==> src/rcp_pkg.sv <==
// Functional notes
// - Brown-out and power-on resets clear brown-out flag.
// - Low-power brown-out forces full power-on reset.
// - Configuration compared with inverted shadow continuously.
// - Mismatch clears its flag; power-on and brown-out set it, others leave it.
// - Mismatch acts as pin reset; reload configuration.
// - Power-up timer runs only when enabled.
// - Power-up timer: 11 bits, slow oscillator.
// - Internal reset held while timer counts.
// - Timer starts after power-on pulse ends.
// - Late pin release starts execution at once.
// - Reset class selects which registers reset.
// - Watchdog wake is resume, not reset.
// - Power-on flags, stack flags, program counter zero.
// - Reset instruction and brown-out flag effects.
// - Pin reset flag effects depend on mode.
// - Stack full and underflow flags, reset enable.
// - Watchdog time-out resets or wakes by mode.
// - Interrupt wake clears power-down, continues sequentially.
// - Enabled interrupt wake loads interrupt vector.
// - Only software sets the power-on flag.
// - Watchdog-clear sets time-out and power-down; sleep sets time-out, clears power-down.
package rcp_pkg;

  localparam int unsigned PC_W = 21;  // Program counter width.
  localparam int unsigned PT_W = 11;  // Power-up timer width.
  localparam logic [PT_W-1:0] PT_LAST = 11'h7ff;  // Last timer count.

  // Register byte addresses on the bus.
  localparam logic [7:0] A_RESET_CONTROL_REG = 8'h00;  // Reset control register.
  localparam logic [7:0] A_STK  = 8'h04;  // Stack flag register.
  localparam logic [7:0] A_CFG  = 8'h08;  // Live configuration bits.
  localparam logic [7:0] A_STAT = 8'h0c;  // Sequencer status.

  // Field positions of the reset control register.
  localparam int unsigned B_BOR  = 0;
  localparam int unsigned B_POR  = 1;
  localparam int unsigned B_PD   = 2;
  localparam int unsigned B_TO   = 3;
  localparam int unsigned B_RI   = 4;
  localparam int unsigned B_CM   = 5;
  localparam logic [7:0]  RESET_CONTROL_REG_RST   = 8'h3c;  // Value after power-on.
  localparam logic [7:0]  RESET_CONTROL_REG_WMASK = 8'hb3;  // Software-writable bits.

  // Stack flags sit in bits 7:6 of their register.
  localparam int unsigned K_UNF   = 0;
  localparam int unsigned K_FULL  = 1;
  localparam int unsigned STK_LSB = 6;

  // Configuration bits and status layout.
  localparam int unsigned C_PTEN = 0;  // Power-up timer enable.
  localparam int unsigned C_STV  = 1;  // Stack overflow reset enable.
  localparam int unsigned ST_LSB = 16;  // Sequencer state field.

  // Program counter values.
  localparam logic [PC_W-1:0] PC_ZERO = 21'h0_0000;
  localparam logic [PC_W-1:0] PC_STEP = 21'h0_0002;
  localparam logic [PC_W-1:0] VEC_HI  = 21'h0_0008;
  localparam logic [PC_W-1:0] VEC_LO  = 21'h0_0018;

  // Power modes; bit 1 high means the CPU is halted.
  localparam logic [1:0] PM_FULL = 2'h0;
  localparam logic [1:0] PM_RUN  = 2'h1;

  // Reset classes reported to the register file.
  localparam logic [1:0] RC_NONE  = 2'h0;
  localparam logic [1:0] RC_POWER = 2'h1;
  localparam logic [1:0] RC_HARD  = 2'h2;
  localparam logic [1:0] RC_WAKE  = 2'h3;

  // Synchroniser lanes.
  localparam int unsigned SY_PIN = 0;
  localparam int unsigned SY_POR = 1;
  localparam int unsigned SY_BOR = 2;
  localparam int unsigned SY_LPB = 3;
  localparam int unsigned SY_LF  = 4;

  typedef enum logic [1:0] {
    ST_POR = 2'b00, ST_POWERUP_TIMER = 2'b01, ST_HOLD = 2'b11, ST_RUN = 2'b10
  } rcp_st_e;

  typedef enum logic [3:0] {
    EV_NONE, EV_POR, EV_BOR, EV_PIN, EV_CM, EV_WDT_RST, EV_WDT_WAKE,
    EV_RSTI, EV_FULL, EV_UNF, EV_UNF_ERR, EV_IRQ
  } rcp_ev_e;

  // Events and context from the CPU core.
  typedef struct packed {
    logic            wdog_timeout;
    logic            watchdog_clear_instr;
    logic            sleep_instr;
    logic            reset_instr;
    logic            stack_full;
    logic            stack_underflow;
    logic            irq_wake;
    logic            irq_high_pri;
    logic            global_irq_enable_high;
    logic            global_irq_enable_low;
    logic [1:0]      pm_mode;
    logic [PC_W-1:0] cur_pc;
  } rcp_core_ev_s;

  // Controls returned to the core.
  typedef struct packed {
    logic            core_reset;
    logic            pc_load;
    logic [PC_W-1:0] pc_value;
    logic            cfg_reload;
    logic [1:0]      reset_class;
    logic [1:0]      cfg_bits;
  } rcp_ctl_s;

  // Whole state of the block.
  typedef struct packed {
    logic [4:0]      sy1;
    logic [4:0]      sy2;
    logic            lf_prev;
    rcp_st_e         st;
    logic [PT_W-1:0] cnt;
    logic [7:0]      reset_control_reg;
    logic [1:0]      stk;
    logic [1:0]      cfg;
    logic [1:0]      shd;
    rcp_ctl_s        ctl;
    logic            ack;
    logic [31:0]     dat;
  } rcp_state_s;

  localparam rcp_state_s S_RST = '{
    st: ST_POR, reset_control_reg: RESET_CONTROL_REG_RST, shd: 2'h3,
    ctl: '{core_reset: 1'b1, default: '0}, default: '0};

endpackage : rcp_pkg

==> src/rcp_reset_ctrl.sv <==
module rcp_reset_ctrl
  import rcp_pkg::*;
(
  input  wire logic         core_clk,             // System clock, 50 MHz.
  input  wire logic         rst,                  // Synchronous reset, high.
  input  wire logic         clk_en,               // Freezes all state when low.
  input  wire logic         wb_cyc_i,             // Bus cycle.
  input  wire logic         wb_stb_i,             // Bus strobe.
  input  wire logic         wb_we_i,              // Bus write.
  input  wire logic [7:0]   wb_adr_i,             // Bus byte address.
  input  wire logic [3:0]   wb_sel_i,             // Bus byte enables.
  input  wire logic [31:0]  wb_dat_i,             // Bus write data.
  output logic      [31:0]  wb_dat_o,             // Bus read data.
  output logic              wb_ack_o,             // Bus acknowledge.
  input  wire logic         external_reset_pin_n, // Reset pin, low resets.
  input  wire logic         por_pulse,            // Power-on detector.
  input  wire logic         brownout_det,         // Brown-out detector.
  input  wire logic         low_power_brownout,   // Low-power detector.
  input  wire logic         low_freq_internal_osc, // Slow oscillator.
  input  wire logic [1:0]   flash_cfg,            // Stored configuration.
  input  wire logic [1:0]   cfg_upset,            // Fault flips of config.
  input  rcp_core_ev_s      core_ev,              // Core events.
  output rcp_ctl_s          core_ctl              // Controls to the core.
);

  rcp_state_s q;       // Registered state.
  rcp_state_s d;       // Next state.
  rcp_ev_e    ev;      // Event chosen this cycle.
  logic       lf_tick; // Rising edge of the slow oscillator.
  logic       pin_hi;  // Synchronised pin level.
  logic       por_on;  // Power-on condition present.
  logic       bor_on;  // Brown-out condition present.
  logic       mism;    // Configuration differs from shadow.
  logic       sleepy;  // Core in idle or sleep.
  logic       run;     // Sequencer lets code run.
  logic       req;     // Bus request present.
  logic       wr;      // Write takes effect this edge.
  logic       wr_reset_control_reg; // Write to the reset control register.
  logic       gie;     // Any global interrupt enable set.
  logic [31:0] rd;     // Read word for the addressed register.

  // Only the second synchroniser stage and the edge flop are read here.
  assign lf_tick = q.sy2[SY_LF] & ~q.lf_prev;
  assign pin_hi  = q.sy2[SY_PIN];
  // A low-power brown-out re-arms the detector: it counts as power-on.
  assign por_on  = q.sy2[SY_POR] | q.sy2[SY_LPB];
  assign bor_on  = q.sy2[SY_BOR];
  // Live bits must always equal the complement of their shadow.
  assign mism    = (q.cfg != ~q.shd);
  assign sleepy  = core_ev.pm_mode[1];
  assign run     = (q.st == ST_RUN);
  assign gie     = core_ev.global_irq_enable_high | core_ev.global_irq_enable_low;

  // Writes land on the edge where the master samples ack.
  assign req     = wb_cyc_i & wb_stb_i;
  assign wr      = q.ack & req & wb_we_i & wb_sel_i[0];
  assign wr_reset_control_reg = wr & (wb_adr_i == A_RESET_CONTROL_REG);

  // Event priority: supply events first, then the pin, then core events.
  // Core events only count while code runs; in reset they cannot occur.
  always_comb begin
    ev = EV_NONE;
    if (por_on) begin
      ev = EV_POR;
    end else if (bor_on) begin
      ev = EV_BOR;
    end else if (run) begin
      if (!pin_hi) begin
        ev = EV_PIN;
      end else if (mism) begin
        ev = EV_CM;
      end else if (core_ev.wdog_timeout) begin
        ev = sleepy ? EV_WDT_WAKE : EV_WDT_RST;
      end else if (core_ev.reset_instr) begin
        ev = EV_RSTI;
      end else if (core_ev.stack_full && q.cfg[C_STV]) begin
        ev = EV_FULL;
      end else if (core_ev.stack_underflow) begin
        ev = q.cfg[C_STV] ? EV_UNF : EV_UNF_ERR;
      end else if (core_ev.irq_wake && sleepy) begin
        ev = EV_IRQ;
      end
    end
  end

  // Read mux; unmapped addresses read as zero but are still answered.
  always_comb begin
    rd = '0;
    case (wb_adr_i)
      A_RESET_CONTROL_REG: begin
        rd[7:0] = q.reset_control_reg;
      end
      A_STK: begin
        rd[STK_LSB +: 2] = q.stk;
      end
      A_CFG: begin
        rd[1:0] = q.cfg;
      end
      A_STAT: begin
        rd[PT_W-1:0]    = q.cnt;
        rd[ST_LSB +: 2] = q.st;
      end
      default: begin
        rd = '0;
      end
    endcase
  end

  // Next-state logic. Order matters: software writes first, then
  // hardware effects, so an event in the cycle of a write always wins.
  always_comb begin
    d = q;

    // Two-flop synchronisers for every asynchronous input.
    d.sy1 = {low_freq_internal_osc, low_power_brownout, brownout_det,
             por_pulse, external_reset_pin_n};
    d.sy2 = q.sy1;
    d.lf_prev = q.sy2[SY_LF];

    // Bus slave: ack one cycle after the request, drop it the next.
    d.ack = req & ~q.ack;
    if (req && !q.ack) begin
      d.dat = rd;
    end
    if (wr) begin
      case (wb_adr_i)
        A_RESET_CONTROL_REG: begin
          // Only software can return the power-on flag to one.
          d.reset_control_reg = (q.reset_control_reg & ~RESET_CONTROL_REG_WMASK) | (wb_dat_i[7:0] & RESET_CONTROL_REG_WMASK);
        end
        A_STK: begin
          d.stk = wb_dat_i[STK_LSB +: 2];
        end
        A_CFG: begin
          d.cfg = wb_dat_i[1:0];
          d.shd = ~wb_dat_i[1:0];
        end
        default: begin
          d.dat = q.dat;
        end
      endcase
    end

    // A fault flips live bits but not the shadow, so it is caught.
    d.cfg = d.cfg ^ cfg_upset;

    // Watchdog-clear and sleep instructions while running normally.
    if (run && ev == EV_NONE) begin
      if (core_ev.watchdog_clear_instr) begin
        d.reset_control_reg[B_TO] = 1'b1;
        d.reset_control_reg[B_PD] = 1'b1;
      end else if (core_ev.sleep_instr) begin
        d.reset_control_reg[B_TO] = 1'b1;
        d.reset_control_reg[B_PD] = 1'b0;
      end
    end

    // Pulses default low.
    d.ctl.pc_load     = 1'b0;
    d.ctl.cfg_reload  = 1'b0;
    d.ctl.reset_class = RC_NONE;

    // Power-up sequencer.
    case (q.st)
      ST_POR: begin
        // The timer starts only once the power-on pulse is gone.
        if (!por_on && !bor_on) begin
          d.cnt = '0;
          if (q.cfg[C_PTEN]) begin
            d.st = ST_POWERUP_TIMER;
          end else begin
            d.st = pin_hi ? ST_RUN : ST_HOLD;
          end
        end
      end
      ST_POWERUP_TIMER: begin
        // Counts slow-oscillator edges; the pin does not stop it.
        if (lf_tick) begin
          if (q.cnt == PT_LAST) begin
            d.st = pin_hi ? ST_RUN : ST_HOLD;
          end else begin
            d.cnt = q.cnt + 1'b1;
          end
        end
      end
      ST_HOLD: begin
        // Timer expired or not run: the pin release starts code at once.
        if (pin_hi) begin
          d.st = ST_RUN;
        end
      end
      ST_RUN: begin
        d.st = ST_RUN;
      end
      default: begin
        d.st = ST_POR;
      end
    endcase

    // Effects of the chosen event on flags, sequencer and counter.
    case (ev)
      EV_POR: begin
        d.reset_control_reg = RESET_CONTROL_REG_RST;
        d.stk  = '0;
        d.st   = ST_POR;
        d.cnt  = '0;
      end
      EV_BOR: begin
        d.reset_control_reg[B_CM]  = 1'b1;
        d.reset_control_reg[B_RI]  = 1'b1;
        d.reset_control_reg[B_TO]  = 1'b1;
        d.reset_control_reg[B_PD]  = 1'b1;
        d.reset_control_reg[B_BOR] = 1'b0;
        d.st  = ST_POR;
        d.cnt = '0;
      end
      EV_PIN: begin
        // No flag moves during full-power execution.
        if (core_ev.pm_mode != PM_FULL) begin
          d.reset_control_reg[B_TO] = 1'b1;
        end
        if (sleepy) begin
          d.reset_control_reg[B_PD] = 1'b0;
        end
      end
      EV_CM: begin
        d.reset_control_reg[B_CM] = 1'b0;
      end
      EV_WDT_RST: begin
        d.reset_control_reg[B_TO] = 1'b0;
      end
      EV_WDT_WAKE: begin
        d.reset_control_reg[B_TO] = 1'b0;
        d.reset_control_reg[B_PD] = 1'b0;
        d.ctl.pc_load  = 1'b1;
        d.ctl.pc_value = core_ev.cur_pc + PC_STEP;
        d.ctl.reset_class = RC_WAKE;
      end
      EV_RSTI: begin
        d.reset_control_reg[B_RI] = 1'b0;
      end
      EV_FULL: begin
        d.stk[K_FULL] = 1'b1;
      end
      EV_UNF, EV_UNF_ERR: begin
        d.stk[K_UNF] = 1'b1;
      end
      EV_IRQ: begin
        // Wake from interrupt: vector if enabled, else next word.
        d.reset_control_reg[B_PD] = 1'b0;
        d.ctl.pc_load = 1'b1;
        if (gie) begin
          d.ctl.pc_value = core_ev.irq_high_pri ? VEC_HI : VEC_LO;
        end else begin
          d.ctl.pc_value = core_ev.cur_pc + PC_STEP;
        end
        d.ctl.reset_class = RC_WAKE;
      end
      default: begin
        d.ctl.pc_load = 1'b0;
      end
    endcase

    // Every real reset restarts at zero and reloads the configuration.
    // A mismatch reset takes the same path as a pin reset.
    if (ev inside {EV_POR, EV_BOR, EV_PIN, EV_CM, EV_WDT_RST, EV_RSTI,
                   EV_FULL, EV_UNF}) begin
      d.ctl.pc_load    = 1'b1;
      d.ctl.pc_value   = PC_ZERO;
      d.ctl.cfg_reload = 1'b1;
      d.cfg = flash_cfg;
      d.shd = ~flash_cfg;
      if (ev == EV_POR || ev == EV_BOR) begin
        d.ctl.reset_class = RC_POWER;
      end else begin
        d.ctl.reset_class = RC_HARD;
        d.st = ST_HOLD;
      end
    end

    // Reset is held everywhere except in the running state.
    d.ctl.core_reset = (d.st != ST_RUN);
    d.ctl.cfg_bits   = d.cfg;
  end

  // Single state register; the enable freezes everything.
  always_ff @(posedge core_clk) begin
    if (rst) begin
      q <= S_RST;
    end else if (clk_en) begin
      q <= d;
    end
  end

  assign wb_ack_o = q.ack;
  assign wb_dat_o = q.dat;
  assign core_ctl = q.ctl;
endmodule : rcp_reset_ctrl

==> config.mk <==
export PLATFORM = sky130hd
export DESIGN_NAME = rcp_reset_ctrl
export DESIGN_NICKNAME = d
export VERILOG_FILES = /design/src/rcp_pkg.sv /design/src/rcp_reset_ctrl.sv
export SDC_FILE = /design/constraint.sdc
export NUM_CORES = 1
export LEC_CHECK = 0
export BUFFER_PORTS_ARGS = -buffer_cell sky130_fd_sc_hd__buf_4
export CORE_ASPECT_RATIO = 0.7
export CORE_MARGIN = 2
export CORE_UTILIZATION = 45
export DETAILED_ROUTE_END_ITERATION = 12
export GPL_TIMING_DRIVEN = 0
export PLACE_DENSITY = 0.82
export SYNTH_ARGS = -nofsm -noshare
export SYNTH_HDL_FRONTEND = slang
export SYNTH_SLANG_ARGS = --single-unit
==> constraint.sdc <==
create_clock -name core_clk -period 2.5 [get_ports core_clk]
set_input_delay 0.5 -clock core_clk [delete_from_list [all_inputs] [get_ports core_clk]]
set_output_delay 0.5 -clock core_clk [all_outputs]
set_load 0.01 [all_outputs]
After elaboration in Yosys (flattened, before gate mapping)
Index checks and enable logic that the tools add are counted.
{"block": "op_classes", "add_sub_neg": 2, "eq_ne": 24, "mux": 58, "bitwise_logic": 15, "reduce_logical": 45}
{"op": "two-way mux 32 bit", "count": 3}
{"op": "two-way mux 4 bit", "count": 12}
{"op": "one-hot mux 21 bit (2 select lines)", "count": 1}
{"op": "two-way mux 13 bit", "count": 3}
{"op": "two-way mux 2 bit", "count": 15}
{"op": "nonzero test 3 bit", "count": 10}
{"op": "two-way mux 25 bit", "count": 1}
{"op": "one-hot mux 11 bit (2 select lines)", "count": 1}
{"op": "adder 21 x 2 -> 21 bit (second input constant)", "count": 1}
{"op": "two-way mux 21 bit", "count": 1}
{"op": "AND reduction 3 bit", "count": 7}
{"op": "== test 4 x 3 -> 1 bit (second input constant)", "count": 4}
{"op": "== test 4 bit (second input constant)", "count": 4}
{"op": "== test 8 x 4 -> 1 bit (second input constant)", "count": 2}
{"op": "two-way mux 14 bit", "count": 1}
{"op": "nonzero test 2 bit", "count": 7}
{"op": "one-hot mux 2 bit (3 select lines)", "count": 2}
{"op": "adder 11 x 1 -> 11 bit (second input constant)", "count": 1}
{"op": "== test 11 bit (second input constant)", "count": 1}
{"op": "two-way mux 11 bit", "count": 1}
{"op": "!= test 3 bit (second input constant)", "count": 3}
{"op": "== test 4 x 2 -> 1 bit (second input constant)", "count": 2}
{"op": "== test 8 x 3 -> 1 bit (second input constant)", "count": 1}
{"op": "logical NOT 8 bit", "count": 1}
{"op": "29 further kinds", "count": 59}
{"block": "totals", "reg_bits": 97, "input_bits": 92, "out_inout_bits": 61, "word_cells": 165}

Depth between registers and ports, before layout
Gate-level depths: netlist (run 1).
{"block": "logic_depth", "ltp_word": 17, "ltp_mapped": 9, "mapped_depth_nobuf": 7}

Worst setup path before layout (run 1)
Ideal clock, no wire load.
{"block": "synth_path", "path_type": "input to register", "start": "in core_ev[29] (netlist name)", "end": "reg q (netlist bit core_ctl[14])", "setup_time_ns": 0.088, "arrival_time_ns": 2.127, "required_ns": 2.412, "path_slack_ns": 0.285, "stages": 7, "path_buffers": 1, "cell_sequence": "nor2_1 -> a21boi_1 -> o21a_1 -> a22o_1 -> o2111ai_2 -> buf_6 -> o32ai_2"}
{"block": "synth_between", "elab_chain_len": 11, "elab_cells_between_ends": 22, "classes_between": "eq/ne: 10; mux: 9; reduce/logical: 3"}
{"item": "start, declared", "line_no": "rcp_reset_ctrl.sv:22", "text": "input rcp_core_ev_s core_ev,"}
{"item": "two-way mux 4 bit (*)", "line_no": "rcp_reset_ctrl.sv:74", "text": "end else if (core_ev.reset_instr) begin"}
{"item": "two-way mux 4 bit (*)", "line_no": "rcp_reset_ctrl.sv:72", "text": "end else if (core_ev.wdog_timeout) begin"}
{"item": "two-way mux 4 bit (*)", "line_no": "rcp_reset_ctrl.sv:70", "text": "end else if (mism) begin"}
{"item": "two-way mux 4 bit (*)", "line_no": "rcp_reset_ctrl.sv:68", "text": "if (!pin_hi) begin"}
{"item": "two-way mux 4 bit (*)", "line_no": "rcp_reset_ctrl.sv:67", "text": "end else if (run) begin"}
{"item": "two-way mux 4 bit (*)", "line_no": "rcp_reset_ctrl.sv:65", "text": "end else if (bor_on) begin"}
{"item": "two-way mux 4 bit (*)", "line_no": "rcp_reset_ctrl.sv:63", "text": "if (por_on) begin"}
{"item": "== test 4 x 1 -> 1 bit (tied with other cells)", "line_no": "rcp_reset_ctrl.sv:266", "text": "if (ev inside {EV_POR, EV_BOR, EV_PIN, EV_CM, EV_WDT_RST, EV_RSTI,"}
{"item": "nonzero test 8 bit", "line_no": "rcp_reset_ctrl.sv:266"}
{"item": "nonzero test 3 bit (no line)"}
{"item": "AND reduction 2 bit (no line)"}
{"item": "end signal, assigned", "line_no": "rcp_reset_ctrl.sv:289", "text": "q <= S_RST;"}
{"item": "end signal, assigned", "line_no": "rcp_reset_ctrl.sv:291", "text": "q <= d;"}
{"item": "end, declared", "line_no": "rcp_reset_ctrl.sv:26", "text": "rcp_state_s q;"}
Every way passes the cells marked *; elsewhere a longest branch is shown, timed or not.
A chain may end at the register's enable or synchronous reset.

==> results.md, run 1 <==
* Final instance area at 5990 um2
* Clock Path Buffers at 2
* Final setup fails at 0
* Die extent in x at between 100 and 150 um
* WL/cell at about 17 um
* Synth Instances at roughly 540
* Worst VDD drop at roughly 0.43 mV
* GRT overflow at 0
* Crit path required time at around 2700 ps
* Antenna diodes at 0
* Least-Margin Pin Slew at between 800 and 900 ps
* Lkg Pwr at between 2 and 2.5 nW
* First-pass GRT wire length at 21500 um
* R2r setup slk at a little under 100 ps
* GRT met2 Usage at 37.2%
* Yosys cell types at 67
* Hold Startpoint: low_freq_internal_osc
* Sequential share of power at between 40% and 50%
* Ys Warns at 0
* Fmax achieved at between 400 and 500 MHz
* Gpl congestion at 0.930
* Worst-Skew Late Latency at approximately 340 ps
* GRT busiest layer: met2
* Initial antenna violation count at 0
* Largest net degree at the start of global routing at 16
* Status: finished, final reports clean
* Area Overhead vs Synth at 31.2%
* Max Clock Skew at about 6.6 ps
* # clock sinks at between 70 and 80
* Minimum clock period at ~2400 ps
* Num rows at 30
* Routed Antenna Nets at 0
* NetSw at 0.980 mW
* Vias/cell at ~5.6
* Drt drc at 0
* Netlist Area Pre-Place at between 4000 and 5000 um2
* WP data arrival at roughly 2600 ps
* Die area at about 11000 um2
* Flop and latch count out of synthesis at 77
* Pins Over Slew Limit at 0
* Reg clk slew, reported paths at approximately 60 ps
* Routed Wire Length at 13800 um
* Initial Util at about 47%
* CP Max Fanout at 8
* Commonest non-fill, non-tap cell in the layout: buf_4
* EDFF count, synth at 0
* Core area at roughly 9800 um2
* Met1 usage at 34.8%
* Hold-fix buffers at CTS at 0
* Worst Setup SP: core_ctl[1]
* Final Cycle Share at 96.1%
* Pint at about 2.3 mW
* NumNets Final at around 770
* Net Sw Frac at roughly 30%
* Die span in y at 88.3 um
* Initial DRC count at slightly below 500
* Most frequent cells in the layout: buf_4, dfxtp_1, nor2_1
* Non-Filler Instances at 804
* Worst reg2reg startpoint: core_ctl[1]
* Hold Path Class: in -> reg
* Number of failing hold endpoints at the final stage at 0
* Critical path startpoint category: register
* Reg2reg path depth at 7
* Met3 GRT Util at between 5 and 6%
* Worst slew margin at between 40 and 50%
* DP HPWL at around 11000 um
* Unrepaired setup endpoints after global routing: false
* Worst Setup End Kind: register
* Root Buffer: clkbuf_16
* Io pins at ~150
* Reg-to-Reg End: q[62]
* Syn Area/Cell at ~8.4 um2
* First-pass DRT Iterations at 6
* Clk pwr share at roughly two fifths
* GRT Util Overall at between 20% and 30%
* Vias in the first global route at 4166
* Pwr per Cell Area at approximately 550 nW/um2
* Dpl cell area at roughly 5500 um2
* Sum Neg Setup Slack at 0 ps
* Top_reg_cell synth: dfxtp_1
* Setup ws final at 97.2 ps
* Worst slack at placement at -338 ps
* TritonCTS clock tree: yes
* Ratio of cells with drive above 1 in the final layout at about 33%
* Hold worst-path end: d[93]
* H-tree levels at 3
* Placed Instances at ~800
* Fraction of registers with async set/reset at 0%
* Critical path class: reg -> reg
* CTS Buf Count at 9
* Max Cap Violations at 0
* Combinational power share at 20.9%
* Hold Path Depth at 3
* Post-synthesis sequential area ratio at between 30% and 40%
* Vias at 4538
* PortBufs at 100
[power by group through the flow]
stage	logic [mW]	clock network, mW	registers (mW)
2_1_floorplan	0.396	0	1.32
3_3_place_gp	0.600	0	1.33
3_5_place_dp	0.616	0	1.33
4_1_cts	0.652	1.29	1.31
5_1_grt	0.730	1.34	1.31
6_report	0.683	1.28	1.31
[metal layers]
| metal | vias to the layer above | share of wire, % | wire length, um |
|---|---|---|---|
| met1 | 2109 | 45 | 6260 |
| met5 | - | 0 | 0 |
| met4 | 0 | 1.6 | 224 |
| met2 | 250 | 44 | 6030 |
| met3 | 20 | 9.4 | 1300 |
| li1 | 2159 | - | - |
[critical path, cell delays in order, from the launching register on]
cell	delay (ps)
dfxtp_1	310
clkbuf_4	190
a221oi_2	380
nand4_1	220
o311a_4	220
a22oi_2	430
o21ai_1	190
a221o_1	370
[how the worst max path moves through the flow]
stage | endpoint | slack (ps) | cells after the start
floorplan | core_ctl[14] | 280 | 7
global placement | core_ctl[21] | -290 | 7
detailed placement | core_ctl[14] | -340 | 7
CTS | core_ctl[14] | 10 | 9
global route | q[62] | 6 | 7
finish | q[62] | 100 | 7
[metrics by stage]
stage	util, %	hold WS [ps]	power (mW)
after floorplan	-	429	1.71
after global placement	56.6	448	1.93
after detailed placement	56.6	448	1.95
after CTS	60.5	401	3.24
after global routing	61.1	422	3.38
final	61.1	401	3.27
[cell usage after synthesis, types with 3 or more instances]
cell,n,area share (%)
xor2_1,9,1.7
o2bb2ai_1,8,1.5
o21ai_0,11,1.2
a32oi_1,5,0.96
and2_1,4,0.55
nand4_1,9,1.2
dfxtp_1,77,34
nor2_1,58,4.8
nor3b_1,3,0.49
buf_1,4,0.33
xnor2_1,10,1.9
buf_4,61,10
inv_1,7,0.58
a311oi_1,4,0.77
nor2b_1,4,0.55
a21oi_1,21,2.3
o32ai_2,10,3.6
a31oi_1,8,1.1
a22oi_1,13,2.1
nand3_1,24,2.6
nand2b_1,9,1.2
or3_1,4,0.55
clkbuf_1,18,1.5
o21ai_1,12,1.3
nor3_1,14,1.5
a22o_1,4,0.77
o32ai_1,3,0.58
nand2_1,42,3.5
mux2i_1,20,4.4
and3_1,13,1.8
[flip-flops by register name, indices dropped and copies added, names as in the netlist]
name	flops
wb_dat_o	13
core_ctl	28
bor_on	1
pin_hi	1
q	27
wb_ack_o	1
d	6
[final cells by class]
type | instances | area [um2]
well taps | 128 | 160
clock inverters | 6 | 53.8
multi-input cells | 389 | 2630
fillers | 850 | 3810
clock buffers | 10 | 239
inverters | 7 | 26.3
repair buffers | 102 | 766
plain buffers | 85 | 566
flip-flops and latches | 77 | 1550
[logic make-up (layout without fill, tap and decap cells)]
| logic type | count (synthesis) | after routing | share of synthesized area (%) |
|---|---|---|---|
| simple gates | 199 | 199 | 21.6 |
| compound gates | 127 | 127 | 22.1 |
| buf+inv | 93 | 210 | 12.9 |
| flops | 77 | 77 | 33.8 |
| xor+xnor | 21 | 21 | 4.36 |
| mux | 21 | 21 | 4.63 |
| fa+ha+maj | 2 | 2 | 0.548 |
| other cells | 1 | 19 | 0.0822 |
[what timing repair did]
item / 4_1_cts / 5_1_grt
setup endpoints to repair: 25 / 31
resized for setup: 12 / 16
hold endpoints to repair: 0 / 0
pin swaps: 3 / 2
setup buffers: 2 / 0
Note: power is estimated with default switching activity, not from simulation.
==> inputs of run 2 (changes only) <==
CELL_PAD_IN_SITES_DETAIL_PLACEMENT = 1   (was unset)
CELL_PAD_IN_SITES_GLOBAL_PLACEMENT = 1   (was unset)
CORE_UTILIZATION = 37   (was 45)
PLACE_DENSITY = 0.9   (was 0.82)
==> results.md, run 2 (synthesized netlist as in run 1, its figures left out) <==
* Status: finished with violations (was finished, final reports clean)
* Failing checks: negative setup slack
* Worst VDD drop at 0.382 mV (was 0.426 mV)
* Power consumption at 3.64 mW (was 3.27 mW)
* Critical path class: reg -> reg (unchanged)
* Stages on worst setup path at 7 (unchanged)
* CP Max Fanout at 7 (was 8)
* GRT overflow at 0 (unchanged)
* Initial DRC count at 622 (was 490)
* Max Used Layer: met4 (unchanged)
* GRT Util Overall at 26.4% (was 24.4%)
* Root Buffer: clkbuf_16 (unchanged)
* Die span in y at 96.9 um (was 88.3 um)
* Final setup fails at 17 (was 0)
* Drt drc at 0 (unchanged)
* WL/cell at 24.0 um (was 17.2 um)
* NumNets Final at 776 (was 765)
* WP data arrival at 2980 ps (was 2630 ps)
* Area Overhead vs Synth at 38.2% (was 31.2%)
* Crit-path max cell delay at 640 ps (was 430 ps)
* Least-Margin Pin Slew at 942 ps (was 833 ps)
* CP top delay family: compound AO/OA/AOI/OAI gates (unchanged)
* Worst slack at placement at -452 ps (was -338 ps)
* Die extent in x at 137 um (was 124 um)
* Core area at 11900 um2 (was 9800 um2)
* Pins Over Slew Limit at 0 (unchanged)
* Routed Wire Length at 20300 um (was 13800 um)
* TritonCTS clock tree: yes (unchanged)
* Crit path required time at 2690 ps (was 2720 ps)
* Worst path bufs/invs at 1 (unchanged)
* Hold Path Depth at 3 (unchanged)
* Vias in the first global route at 4954 (was 4166)
* Num rows at 33 (was 30)
* Crit path max-delay cell type: o32ai_1 (was a22oi_2)
* Final Cycle Share at 112% (was 96.1%)
* Die area at 13300 um2 (was 11000 um2)
* First-pass DRT Iterations at 5 (was 6)
* Max reg flops at 28 (unchanged)
* Max Cap Violations at 0 (unchanged)
* Non-Filler Instances at 845 (was 804)
* # clock sinks at 77 (unchanged)
* First-pass GRT wire length at 26900 um (was 21500 um)
* Routed Antenna Nets at 0 (unchanged)
* Unrepaired setup endpoints after global routing: true (was false)
* Hold Path Class: in -> reg (unchanged)
* Setup ws final at -294 ps (was 97.2 ps)
* Initial Util at 38.5% (was 46.6%)
* Largest net degree at the start of global routing at 14 (was 16)
* Worst-Skew Late Latency at 360 ps (was 340 ps)
* Lkg Pwr at 2.60 nW (was 2.49 nW)
* Max Clock Skew at 9.84 ps (was 6.61 ps)
* Final hold slack at 395 ps (was 401 ps)
* CP Cell Sequence: buf_8 -> a221oi_4 -> nand4_1 -> o311a_4 -> a32oi_4 -> o2111ai_4 -> o32ai_1 (was clkbuf_4 -> a221oi_2 -> nand4_1 -> o311a_4 -> a22oi_2 -> o21ai_1 -> a221o_1)
* H-tree levels at 3 (unchanged)
* Io pins at 153 (unchanged)
* Most frequent cells in the layout: buf_4, dfxtp_1, nor2_1 (unchanged)
* Minimum clock period at 2790 ps (was 2400 ps)
* Commonest non-fill, non-tap cell in the layout: buf_4 (unchanged)
* Routed length on met1 at 7920 um (was 6260 um)
* DP HPWL at 12500 um (was 10500 um)
* Gpl congestion at 0.922 (was 0.930)
* Worst slew margin at 37.2% (was 44.5%)
* Reg clk slew, reported paths at 70 ps (was 60 ps)
* Number of failing hold endpoints at the final stage at 0 (unchanged)
* Initial antenna violation count at 1 (was 0)
* PortBufs at 100 (unchanged)
* Worst Setup End Kind: register (unchanged)
* DR WL met3 at 1910 um (was 1300 um)
* Clock Path Buffers at 2 (unchanged)
* CTS Buf Count at 9 (unchanged)
* Vias at 5086 (was 4538)
* Reg2reg path depth at 7 (unchanged)
* Pwr per Cell Area at 578 nW/um2 (was 547 nW/um2)
* Fmax achieved at 358 MHz (was 416 MHz)
* Sum Neg Setup Slack at -925 ps (was 0 ps)
* Vias/cell at 6.02 (was 5.64)
* Critical path startpoint category: register (unchanged)
* Placed Instances at 816 (was 787)
* Met2 WL post-DR at 9230 um (was 6030 um)
* Ratio of cells with drive above 1 in the final layout at 33.8% (was 32.5%)
## run 2: final cells by class
class                           instances  area [um2]
Fill cell                            1386        5540
Sequential cell                        77        1550
Antenna cell                            1        2.50
Multi-Input combinational cell        389        2760
Clock buffer                           11         243
Inverter                                7        26.3
Buffer                                 86         596
Tap cell                              157         196
Clock inverter                          5        82.6
Timing Repair Buffer                  112         858
## run 2: metrics by stage
step / instance area (um2) / utilization (%)
2_1_floorplan: 4630 / -
3_3_place_gp: 5580 / 47.1
3_5_place_dp: 5580 / 47.1
4_1_cts: 6010 / 50.7
5_1_grt: 6310 / 53.2
6_report: 6310 / 53.2
## run 2: worst paths after layout
kind                                          from           end  slack, ps
worst max-delay path                   core_ctl[1]  core_ctl[12]       -290
worst min-delay path            low_power_brownout         d[92]        390
worst max register to register         core_ctl[1]  core_ctl[12]       -290
worst min register to register        core_ctl[13]  core_ctl[13]        470
## run 2: power by group
group | total (mW) | switching, mW | internal, mW
clock | 1.47 | 0.565 | 0.906
combinational | 0.854 | 0.492 | 0.363
sequential | 1.32 | 0.0494 | 1.27
total | 3.64 | 1.11 | 2.54
## run 2: timing repair
| item | in CTS | in global routing |
|---|---|---|
| hold buffers | 0 | 0 |
| cloned | 0 | 1 |
| setup endpoints to repair | 25 | 34 |
| gates resized for setup | 14 | 38 |
| setup buffers | 3 | 8 |
| pin swaps | 3 | 14 |
## run 2: metal layers
layer | up-vias | global-route usage [%]
li1 | 2184 | -
met1 | 2468 | 34.7
met2 | 328 | 42.3
met3 | 106 | 5.50
met4 | 0 | 9.62
met5 | - | 0
## run 2: tightest hold or removal path, delay by kind of cell
family / cells / cell delay, ps
buffers and inverters: 1 / 80
multiplexers: 1 / 60
AND/OR/NAND/NOR: 1 / 70
